--- src/log_sense_pkg.sv ---
// Shared constants and types for the log sense target and its initiator.
// Assumes one 100 MHz clock pclk and an active-low asynchronous presetn.
package log_sense_pkg;
  localparam logic [7:0]  OPC_LOG_SENSE  = 8'h4D;
  localparam logic [1:0]  CTL_CUR_CUMUL  = 2'b01;
  localparam logic [7:0]  STAT_GOOD      = 8'h00;
  localparam logic [7:0]  STAT_CHECK     = 8'h02;
  localparam logic [3:0]  SK_NONE        = 4'h0;
  localparam logic [3:0]  SK_ILLEGAL     = 4'h5;
  localparam logic [7:0]  ASC_NONE       = 8'h00;
  localparam logic [7:0]  ASC_INV_OPC    = 8'h20;
  localparam logic [7:0]  ASC_INV_CDB    = 8'h24;
  // Format and linking codes
  localparam logic [1:0]  FL_CNT_STOP    = 2'b00;
  localparam logic [1:0]  FL_LIST_ASCII  = 2'b01;
  localparam logic [1:0]  FL_CNT_RUN     = 2'b10;
  localparam logic [1:0]  FL_LIST_BIN    = 2'b11;
  // Supported pages, entry 0 last
  localparam int          N_PAGES        = 15;
  localparam logic [N_PAGES-1:0][7:0] PAGE_LIST = {
    8'h38, 8'h30, 8'h2F, 8'h1A, 8'h15, 8'h11, 8'h10, 8'h0F,
    8'h0E, 8'h0D, 8'h06, 8'h05, 8'h03, 8'h02, 8'h00};
  localparam logic [15:0] PG0_LEN        = 16'h000F;
  localparam logic [15:0] PAGE_HDR_BYTES = 16'h0004;
  localparam logic [15:0] PARM_HDR_BYTES = 16'h0004;
  localparam logic [7:0]  PARM_VAL_LEN   = 8'h04;
  localparam logic [15:0] CNT_PAGE_LEN   = 16'h0010;
  // CDB field positions
  localparam int          CDB_BYTES      = 10;
  localparam int          B_OPC          = 0;
  localparam int          B_FLAGS        = 1;
  localparam int          B_PAGE         = 2;
  localparam int          B_SUBPAGE      = 3;
  localparam int          B_PTR_HI       = 5;
  localparam int          B_PTR_LO       = 6;
  localparam int          B_ALLOC_HI     = 7;
  localparam int          B_ALLOC_LO     = 8;
  localparam int          BIT_PTR_CTL    = 1;
  localparam int          BIT_SAVE       = 0;
  typedef logic [CDB_BYTES-1:0][7:0] cdb_t;
  // Initiator APB map
  localparam logic [7:0]  OFS_CDB0       = 8'h00;
  localparam logic [7:0]  OFS_CDB1       = 8'h04;
  localparam logic [7:0]  OFS_CDB2       = 8'h08;
  localparam logic [7:0]  OFS_CTRL       = 8'h0C;
  localparam logic [7:0]  OFS_STAT       = 8'h10;
  localparam logic [7:0]  OFS_SENSE      = 8'h14;
  localparam logic [7:0]  OFS_COUNT      = 8'h18;
  localparam logic [2:0]  BUF_WIN        = 3'h1;
  localparam int          BUF_WORDS      = 8;
  localparam logic [15:0] BUF_BYTES      = 16'h0020;
endpackage

--- src/log_link_if.sv ---
// Link between the log sense target and the initiator end.
// Assumes both ends share pclk and presetn.
`timescale 1ns/1ps
interface log_link_if (
  input wire logic pclk,
  input wire logic presetn
);
  import log_sense_pkg::*;
  logic       cdb_valid;
  cdb_t       cdb;
  logic       dev_busy;
  logic       din_valid;
  logic [7:0] din;
  logic       stat_valid;
  logic [7:0] status;
  logic [3:0] sense_key;
  logic [7:0] asc;
  modport dev (input cdb_valid, cdb, output dev_busy, din_valid, din, stat_valid, status,
               sense_key, asc);
  modport ini (output cdb_valid, cdb, input dev_busy, din_valid, din, stat_valid, status,
               sense_key, asc);
endinterface

--- src/log_sense_target.sv ---
// Log sense command target: checks the CDB, streams log pages, reports status.
// Assumes the initiator accepts one data byte per cycle and waits for status.
// What this block does
// - Opcode 4Dh selects the log sense command
// - Pointer-control bit set gives invalid field check
// - Save bit set on a good command pulses save_stb
// - Page control other than 01b is rejected
// - Unsupported page code is rejected
// - Initiator keeps subpage code at zero
// - Non-zero parameter pointer is rejected
// - Zero allocation length: no data, good status
// - Send smaller of page size and allocation
// - Page header: code and parameter byte count
// - Parameter header with control byte, then data
// - Disable-update flag zero, counters keep updating
// - Target-save-disable flag reported as zero
// - Threshold enable and criteria reported as zero
// - Code 00b counter stops when neighbour saturates
// - Code 10b counter keeps counting past neighbour
// - Codes 01b and 11b mark lists, no saturation
// - Page zero code 0, length 000Fh
// - Page zero lists fifteen codes ascending
//
// The placing of the registers and register access over APB were chosen for this implementation.
`timescale 1ns/1ps
module log_sense_target
  import log_sense_pkg::*;
(
  input  wire logic        pclk,
  input  wire logic        presetn,
  log_link_if.dev          link,
  input  wire logic        evt_stb,
  input  wire logic [3:0]  evt_page,
  input  wire logic        evt_param,
  input  wire logic        log_reinit,
  output logic             save_stb
);
  import log_sense_pkg::*;

  localparam int N_CNT = N_PAGES - 1;

  typedef enum logic [1:0] {S_IDLE, S_SEND, S_STAT} st_t;

  typedef struct packed {
    st_t                          st;
    logic [7:0]                   pg;
    logic [3:0]                   idx;
    logic [15:0]                  pos;
    logic [15:0]                  lim;
    logic                         busy;
    logic                         dv;
    logic [7:0]                   d;
    logic                         sv;
    logic [7:0]                   status;
    logic [3:0]                   sk;
    logic [7:0]                   asc;
    logic                         save;
    logic [N_CNT-1:0][1:0][31:0]  cnt;
  } state_t;

  state_t            s_q;
  state_t            s_d;
  logic [N_PAGES-1:0] hit;
  cdb_t              c;

  assign c = link.cdb;

  genvar gi;
  generate
    for (gi = 0; gi < N_PAGES; gi++) begin : g_hit
      assign hit[gi] = (c[B_PAGE][5:0] == PAGE_LIST[gi][5:0]);
    end
  endgenerate

  // One byte of the selected page at offset pos
  function automatic logic [7:0] page_byte(
    input logic [3:0]                  idx,
    input logic [7:0]                  pg,
    input logic [15:0]                 pos,
    input logic [N_CNT-1:0][1:0][31:0] cnt
  );
    logic [15:0] len;
    logic [15:0] off;
    logic        p;
    logic [31:0] v;
    logic [7:0]  b;
    len = (idx == 4'd0) ? PG0_LEN : CNT_PAGE_LEN;
    off = pos - PAGE_HDR_BYTES;
    p   = off[3];
    v   = (idx == 4'd0) ? 32'h0000_0000 : cnt[idx - 4'd1][p];
    b   = 8'h00;
    if (pos == 16'h0000) begin
      b = {2'b00, pg[5:0]};
    end else if (pos == 16'h0002) begin
      b = len[15:8];
    end else if (pos == 16'h0003) begin
      b = len[7:0];
    end else if (pos >= PAGE_HDR_BYTES) begin
      if (idx == 4'd0) begin
        b = PAGE_LIST[off[3:0]];
      end else begin
        case (off[2:0])
          3'd1:    b = {7'b000_0000, p};
          // Control byte: update, save, target save, threshold bits all zero
          // Only counters live here, so the list codes are never emitted
          3'd2:    b = {6'b00_0000, p ? FL_CNT_RUN : FL_CNT_STOP};
          3'd3:    b = PARM_VAL_LEN;
          3'd4:    b = v[31:24];
          3'd5:    b = v[23:16];
          3'd6:    b = v[15:8];
          3'd7:    b = v[7:0];
          default: b = 8'h00;
        endcase
      end
    end
    return b;
  endfunction

  always_comb begin
    logic [15:0] alloc;
    logic [15:0] total;
    logic [3:0]  idx;
    logic        bad;
    alloc = {c[B_ALLOC_HI], c[B_ALLOC_LO]};
    total = 16'h0000;
    idx   = 4'd0;
    bad   = 1'b0;
    s_d   = s_q;
    s_d.save = 1'b0;
    s_d.sv   = 1'b0;
    s_d.dv   = 1'b0;

    // Counters update while idle or busy
    for (int k = 0; k < N_CNT; k++) begin
      if (log_reinit) begin
        s_d.cnt[k] = '0;
      end else if (evt_stb && (evt_page == 4'(k + 1))) begin
        if (!evt_param) begin
          // Frozen once either parameter of the page hits its maximum
          if (!(&s_q.cnt[k][0]) && !(&s_q.cnt[k][1])) begin
            s_d.cnt[k][0] = s_q.cnt[k][0] + 32'h0000_0001;
          end
        end else if (!(&s_q.cnt[k][1])) begin
          s_d.cnt[k][1] = s_q.cnt[k][1] + 32'h0000_0001;
        end
      end
    end

    case (s_q.st)
      S_IDLE: begin
        if (link.cdb_valid && !s_q.busy) begin
          for (int i = 0; i < N_PAGES; i++) begin
            if (hit[i]) begin
              idx = 4'(i);
            end
          end
          // Subpage is not checked; the initiator keeps it zero
          bad = c[B_FLAGS][BIT_PTR_CTL]
              || (c[B_PAGE][7:6] != CTL_CUR_CUMUL)
              || !(|hit)
              || ({c[B_PTR_HI], c[B_PTR_LO]} != 16'h0000);
          total = PAGE_HDR_BYTES + ((idx == 4'd0) ? PG0_LEN : CNT_PAGE_LEN);
          s_d.busy = 1'b1;
          s_d.pg   = c[B_PAGE];
          s_d.idx  = idx;
          s_d.pos  = 16'h0000;
          s_d.lim  = (alloc < total) ? alloc : total;
          s_d.st   = S_STAT;
          if (c[B_OPC] != OPC_LOG_SENSE) begin
            s_d.status = STAT_CHECK;
            s_d.sk     = SK_ILLEGAL;
            s_d.asc    = ASC_INV_OPC;
          end else if (bad) begin
            s_d.status = STAT_CHECK;
            s_d.sk     = SK_ILLEGAL;
            s_d.asc    = ASC_INV_CDB;
          end else begin
            s_d.status = STAT_GOOD;
            s_d.sk     = SK_NONE;
            s_d.asc    = ASC_NONE;
            s_d.save   = c[B_FLAGS][BIT_SAVE];
            if (alloc != 16'h0000) begin
              s_d.st = S_SEND;
            end
          end
        end
      end
      S_SEND: begin
        s_d.dv  = 1'b1;
        s_d.d   = page_byte(s_q.idx, s_q.pg, s_q.pos, s_q.cnt);
        s_d.pos = s_q.pos + 16'h0001;
        if (s_q.pos + 16'h0001 == s_q.lim) begin
          s_d.st = S_STAT;
        end
      end
      S_STAT: begin
        s_d.sv   = 1'b1;
        s_d.busy = 1'b0;
        s_d.st   = S_IDLE;
      end
      default: s_d.st = S_IDLE;
    endcase
  end

  always_ff @(posedge pclk or negedge presetn) begin
    if (!presetn) begin
      s_q <= '0;
    end else begin
      s_q <= s_d;
    end
  end

  assign link.dev_busy   = s_q.busy;
  assign link.din_valid  = s_q.dv;
  assign link.din        = s_q.d;
  assign link.stat_valid = s_q.sv;
  assign link.status     = s_q.status;
  assign link.sense_key  = s_q.sk;
  assign link.asc        = s_q.asc;
  assign save_stb        = s_q.save;
endmodule

--- src/flat_wrapper.sv ---
// flat-port wrapper written by rule: the top's interface ports become plain ports
module log_sense_target_flat import log_sense_pkg::*;
  (pclk, presetn, evt_stb, evt_page, evt_param, log_reinit, save_stb, link_cdb_valid, link_cdb, link_dev_busy, link_din_valid, link_din, link_stat_valid, link_status, link_sense_key, link_asc);
  log_link_if link_i (.pclk(pclk), .presetn(presetn));
  input  wire logic pclk;
  input  wire logic presetn;
  input  wire logic evt_stb;
  input  wire logic [3:0] evt_page;
  input  wire logic evt_param;
  input  wire logic log_reinit;
  output logic save_stb;
  input wire logic [$bits(link_i.cdb_valid)-1:0] link_cdb_valid;
  input wire logic [$bits(link_i.cdb)-1:0] link_cdb;
  output wire logic [$bits(link_i.dev_busy)-1:0] link_dev_busy;
  output wire logic [$bits(link_i.din_valid)-1:0] link_din_valid;
  output wire logic [$bits(link_i.din)-1:0] link_din;
  output wire logic [$bits(link_i.stat_valid)-1:0] link_stat_valid;
  output wire logic [$bits(link_i.status)-1:0] link_status;
  output wire logic [$bits(link_i.sense_key)-1:0] link_sense_key;
  output wire logic [$bits(link_i.asc)-1:0] link_asc;
  assign link_i.cdb_valid = link_cdb_valid;
  assign link_i.cdb = link_cdb;
  assign link_dev_busy = link_i.dev_busy;
  assign link_din_valid = link_i.din_valid;
  assign link_din = link_i.din;
  assign link_stat_valid = link_i.stat_valid;
  assign link_status = link_i.status;
  assign link_sense_key = link_i.sense_key;
  assign link_asc = link_i.asc;
  log_sense_target u_core (.pclk(pclk), .presetn(presetn), .link(link_i), .evt_stb(evt_stb), .evt_page(evt_page), .evt_param(evt_param), .log_reinit(log_reinit), .save_stb(save_stb));
endmodule
--- config.mk ---
export PLATFORM = sky130hd
export DESIGN_NAME = log_sense_target_flat
export DESIGN_NICKNAME = d
export VERILOG_FILES = /design/src/log_sense_pkg.sv /design/src/log_link_if.sv /design/src/log_sense_target.sv /design/src/flat_wrapper.sv
export SDC_FILE = /design/constraint.sdc
export NUM_CORES = 2
export LEC_CHECK = 0
export BUFFER_PORTS_ARGS = -buffer_cell sky130_fd_sc_hd__buf_2
export CORE_MARGIN = 10
export CORE_UTILIZATION = 55
export DETAILED_ROUTE_END_ITERATION = 7
export PLACE_DENSITY = 0.71
export SLEW_MARGIN = 20
export SYNTH_ARGS = -nofsm -noshare
export SYNTH_HDL_FRONTEND = slang
export SYNTH_SLANG_ARGS = --single-unit
--- constraint.sdc ---
create_clock -name pclk -period 8.91 [get_ports pclk]
set_input_delay 0.4455 -clock pclk [delete_from_list [all_inputs] [get_ports pclk]]
set_output_delay 0.4455 -clock pclk [all_outputs]
set_load 0.005 [all_outputs]
==> After elaboration in Yosys (flattened, before gate mapping) <==
Memory sizes are Yosys's and may differ from the RTL's.
Index checks and enable logic that the tools add are counted.
{ "word_totals": {"out_inout_bits": 32, "ff_bits": 974, "n_memories": 1, "latchBits": 0, "mem_bits_rw": 0, "rom_bits": 128, "input_bits": 90, "word_cells": 430} }
{ "op_classes": {"n_bitwise": 0, "n_eq_ne": 59, "magnitude_cmp": 5, "multipliers": 0, "div_mod_pow": 0, "add_sub_neg": 32, "shift": 0, "mux": 131, "reduce_logical": 161} }
{ "memory_table": {"columns": ["memory", "depth", "word_bits", "rd", "rd_ports_with_merged_regs", "write_ports", "line_no", "text"], "rows": [
  ["(no name shown)", 16, 8, 1, 0, 0, "log_sense_target.sv:100", "b = PAGE_LIST[off[3:0]];"]
]} }
{ "op_table": {"columns": ["op", "count"], "rows": [
  ["$mux W32", 58],
  ["$mux W64", 29],
  ["$add A32 B1 Y32 const B", 28],
  ["$reduce_and A32 Y1", 28],
  ["$bmux W64 S4", 1],
  ["$reduce_and A3 Y1", 28],
  ["$reduce_bool A2 Y1", 31],
  ["$pmux W8 S7", 1],
  ["$mux W8", 6],
  ["$mux W47", 1],
  ["$mux W4", 9],
  ["$eq A16 B2 Y1 const B", 2],
  ["$pmux W16 S2", 1],
  ["$reduce_bool A16 Y1", 2],
  ["$logic_not A1 Y1", 30],
  ["$logic_and A1 B1 Y1", 29],
  ["$eq A4 B4 Y1 const B", 7],
  ["$mux W14", 2],
  ["$ne A2 B2 Y1 const B", 14],
  ["$eq A6 B5 Y1 const B", 4],
  ["$eq A6 B4 Y1 const B", 3],
  ["$eq A6 B6 Y1 const B", 3],
  ["$add A16 B1 Y16 const B", 1],
  ["$add A3 B16 Y16 const A", 1],
  ["other kinds (34)", 69]
]} }

==> Depth between registers and ports, before layout <==
{ "logic_depth": {"ltp_word": 24, "mapped_depth": 18, "mapped_depth_nobuf": 11} }

==> Worst setup path after synthesis <==
OpenSTA, ideal clock, no wires.
{ "synth_timing": {"kind": "register -> register", "from": "register u_core.s_q[960] (netlist name)", "to": "register u_core.s_q, in the netlist u_core.link.din[5]", "slack_ns": 4.947, "stages_incl_launch_ff": 18, "setup_ns": 0.118, "arrival_time_ns": 3.845, "period_less_slack_ns": 3.963, "required_time_ns": 8.792, "path_buffers": 9, "cell_sequence": "dfrtp_1 > buf_2 > buf_4 > buf_4 > buf_4 > buf_2 > inv_1 > ha_1 > clkbuf_1 > buf_2 > clkbuf_1 > clkbuf_1 > mux4_2 > mux2i_1 > o22ai_1 > a211oi_1 > nand4_1 > a21o_1"} }
{ "synth_via": {"elab_chain_cells": 11, "word_cells_on_any_way": 12, "classes_between": "1 x add/sub; 10 x mux; 1 x reduce/logical"} }
{ "synth_rtl": {"columns": ["item", "line_no", "text"], "rows": [
  ["start, declared", "log_sense_target.sv:61", "state_t s_q;"],
  ["start signal, assigned", "log_sense_target.sv:207", "s_q <= '0;"],
  ["start signal, assigned", "log_sense_target.sv:209", "s_q <= s_d;"],
  ["$sub A4 B1 Y4", "log_sense_target.sv:90", "v = (idx == 4'd0) ? 32'h0000_0000 : cnt[idx - 4'd1][p];"],
  ["$bmux W64 S4", "log_sense_target.sv:90", null],
  ["$mux W64 (not written as such)", "log_sense_target.sv:90", null],
  ["$mux W32 (not written as such) (2 in series)", "log_sense_target.sv:90", null],
  ["$pmux W8 S7", "log_sense_target.sv:102", "case (off[2:0])"],
  ["$mux W8 *", "log_sense_target.sv:99", "if (idx == 4'd0) begin"],
  ["$mux W8 *", "log_sense_target.sv:98", "end else if (pos >= PAGE_HDR_BYTES) begin"],
  ["$mux W8 *", "log_sense_target.sv:96", "end else if (pos == 16'h0003) begin"],
  ["$mux W8 *", "log_sense_target.sv:94", "end else if (pos == 16'h0002) begin"],
  ["$mux W8 *", "log_sense_target.sv:92", "if (pos == 16'h0000) begin"]
]} }
Every way passes the cells marked *; elsewhere a longest branch is shown, timed or not. The select of a mux whose other input is x is not followed.
A chain may end at the register's enable or synchronous reset.

==> Worst setup path after layout <==
Same ends and word-level chain as after synthesis.

==> metrics.csv <==
metric,value,unit
status,completed,
row_count,119,
cp.required,9.51,ns
postCtsSetupRepairBufs,0,
path_clk_slew,0.06,ns
finalPower,0.01109,W
fin_crit_sh,59.34,%
cts-root-buf,clkbuf_16,
antenna_found_initial,10,
cp_max_fo,39,
synth.distinct_cells,86,
layoutNonFillerInstCount,7619,
antenna_left,0,
leakage,24.50,nW
cts_made_buffers,105,
io_pins,122,
gr-total-overflow,0,
layout_common_cells,"953 x dfrtp_1, 917 x nor2_1, 481 x nand2_1",
ir_worst_vdd,0.3669,mV
synth_edf_count,0,
finClkSkew,0.03884,ns
slew_headroom,25.44,%
ys.flop_type,dfrtp_1,
final_common_cell,dfrtp_1,
core,105000,µm²
syn_avg_cell_area,9.328,µm²
firstDrtPassIters,6,
cts_tree,yes,
vias_per_cell,6.539,
ys_seq_area_share,41.14,%
fin_tns_setup,0,ns
dieHeight,344.8,µm
fin_hold_ws,0.02659,ns
drc,0,
port_buffers,76,
dp_hpwl,131600,µm
period_needed,5.287,ns
grt_pass1_vias,45930,
clk_latency,0.74,ns
grt_pass1_wl,282500,µm
syn_inst,6221,
htree_levels,3,
finalHoldViolCount,0,
drv_slew,0,
critPathKind,reg2reg,
ctsResizeCount,0,
clock_sinks,954,
end_kind,flip-flop,
crit_path_start_kind,flip-flop,
place.gp.congestion,1.015,
routed_wl,184400,µm
async_flop_share,100.0,%
drtIter0Drc,6527,
hold_buffers,4,
initial_core_util,55.28,%
grt_max_degree,178,
synth-seq-cells,954,
yosysWarnings,0,
finalSetupViolations,0,
syn_area,58030,µm²
dp.cells,7420,
drive_above_1_share,10.01,%
hold_class,in2reg,
dieArea,118900,µm²
cts_buffer_depth,3,
area_growth,8.937,%
rsz0062_at_grt,false,
wl_per_cell,24.20,µm
fmax,0.1891,GHz
p_per_area,175.5,nW/µm²
cp.arrival,5.89,ns
drv_cap,0,
vias,49820,
nets,6276,
worst_pin_slew,1.118,ns
track_usage,30.53,%
fp.dieW,344.8,µm
critical path, cell delays in order (launching register included):
cell and delay (ns):
dfrtp_4 0.92, inv_1 0.48, ha_4 0.81, buf_4 0.58, mux4_2 0.42, nand2_1 0.10
a21oi_1 0.19, nor4_1 0.83, nand4_1 0.45, a21o_1 0.28
cells by family (layout without fill, tap and decap cells):
| logic type | count (synthesis) | after routing | share of synthesized area (%) |
|---|---|---|---|
| XOR/XNOR | 768 | 768 | 11.59 |
| buffers and inverters | 463 | 450 | 3.381 |
| other | 1 | 21 | 0.006462 |
| flip-flops | 954 | 954 | 41.14 |
| adder cells (fa/ha/maj) | 45 | 45 | 0.9702 |
| multiplexers | 304 | 304 | 9.804 |
| AND/OR/NAND/NOR | 3060 | 3060 | 26.51 |
| AO/OA/AOI/OAI | 626 | 626 | 6.602 |
worst paths after layout:
kind,start,endpoint,slack (ns),cells after the start
min reg2reg,u_core.s_q[967]$_DFFE_PN0P_,u_core.s_q[967]$_DFFE_PN0P_,0.48,2
min in group asynchronous,presetn,u_core.s_q[952]$_DFFE_PN0P_,0.36,2
max,u_core.s_q[960]$_DFFE_PN0P_,u_core.link.din[5]$_DFFE_PN0P_,3.62,9
min,link_cdb[5],u_core.link.asc[2]$_DFFE_PN0P_,0.03,4
max in group asynchronous,presetn,u_core.s_q[451]$_DFFE_PN0P_,6.48,4
max reg2reg,u_core.s_q[960]$_DFFE_PN0P_,u_core.link.din[5]$_DFFE_PN0P_,3.62,9
layout make-up:
class / count / area, µm²
clock inverters: 37 / 529.3
repair buffers: 156 / 1136
inverters: 106 / 397.9
well taps: 1391 / 1740
fillers: 8856 / 41750
clock buffers: 151 / 3134
diodes: 6 / 15.01
flip-flops and latches: 954 / 23880
multi-input cells: 4818 / 32390
metrics by stage:
stage | utilization (%) | worst slack [ns] | area, µm²
final | 60.22 | 3.623 | 63220
after global routing | 60.21 | 3.336 | 63210
after CTS | 60.17 | 3.809 | 63160
after detailed placement | 56.65 | 3.827 | 59460
after global placement | 56.63 | 3.876 | 59440
after floorplan | - | 4.947 | 58080
flip-flops by register name, summed over array words and instances, names as in the netlist:
name and count:
u_core.link.dev_busy 1, u_core.link.asc 1, u_core.link.stat_valid 1, u_core.save_stb 1, u_core.s_q 940, u_core.link.sense_key 1
u_core.link.din_valid 1, u_core.link.din 8
synth_stat cells (13+ instances only):
library cell	n	area share, %
mux2_2	34	0.66
nor4b_1	14	0.21
nor2b_1	19	0.20
and3_1	157	1.7
a21oi_1	218	1.9
buf_2	40	0.34
nand2_1	481	3.1
mux2i_1	61	1.1
xor2_1	368	5.6
nor3b_1	23	0.30
nand3_1	377	3.3
o21ai_0	177	1.5
nor4_1	132	1.4
ha_1	45	0.97
o31ai_1	30	0.39
and4_1	108	1.6
xnor2_1	400	6.0
a211oi_1	20	0.26
nor2_1	918	5.9
nor3_1	219	1.9
buf_1	19	0.12
o211ai_1	33	0.43
inv_1	105	0.68
nand2b_1	17	0.18
dfrtp_1	954	41
o2111ai_1	13	0.20
a31oi_1	25	0.27
mux4_2	208	8.1
or4_1	25	0.32
nand4_1	320	3.4
and2_1	82	0.88
buf_4	36	0.47
or3_1	127	1.4
clkbuf_1	256	1.7
routing by layer:
metal / up-vias / global-route usage (%) / part of all wire, %
li1: 22190 / - / -
met1: 24700 / 44.11 / 41
met2: 2556 / 44.20 / 43
met3: 363 / 8.172 / 12
met4: 6 / 10.20 / 3.6
met5: - / 0 / 0.027
where the power goes:
group | leakage, nW | switching (W) | internal [W]
Sequential | 13.3 | 0.0000754 | 0.00437
Clock | 1.80 | 0.00191 | 0.00275
Combinational | 9.41 | 0.00136 | 0.000621
Power figures use the tool's default switching activity.
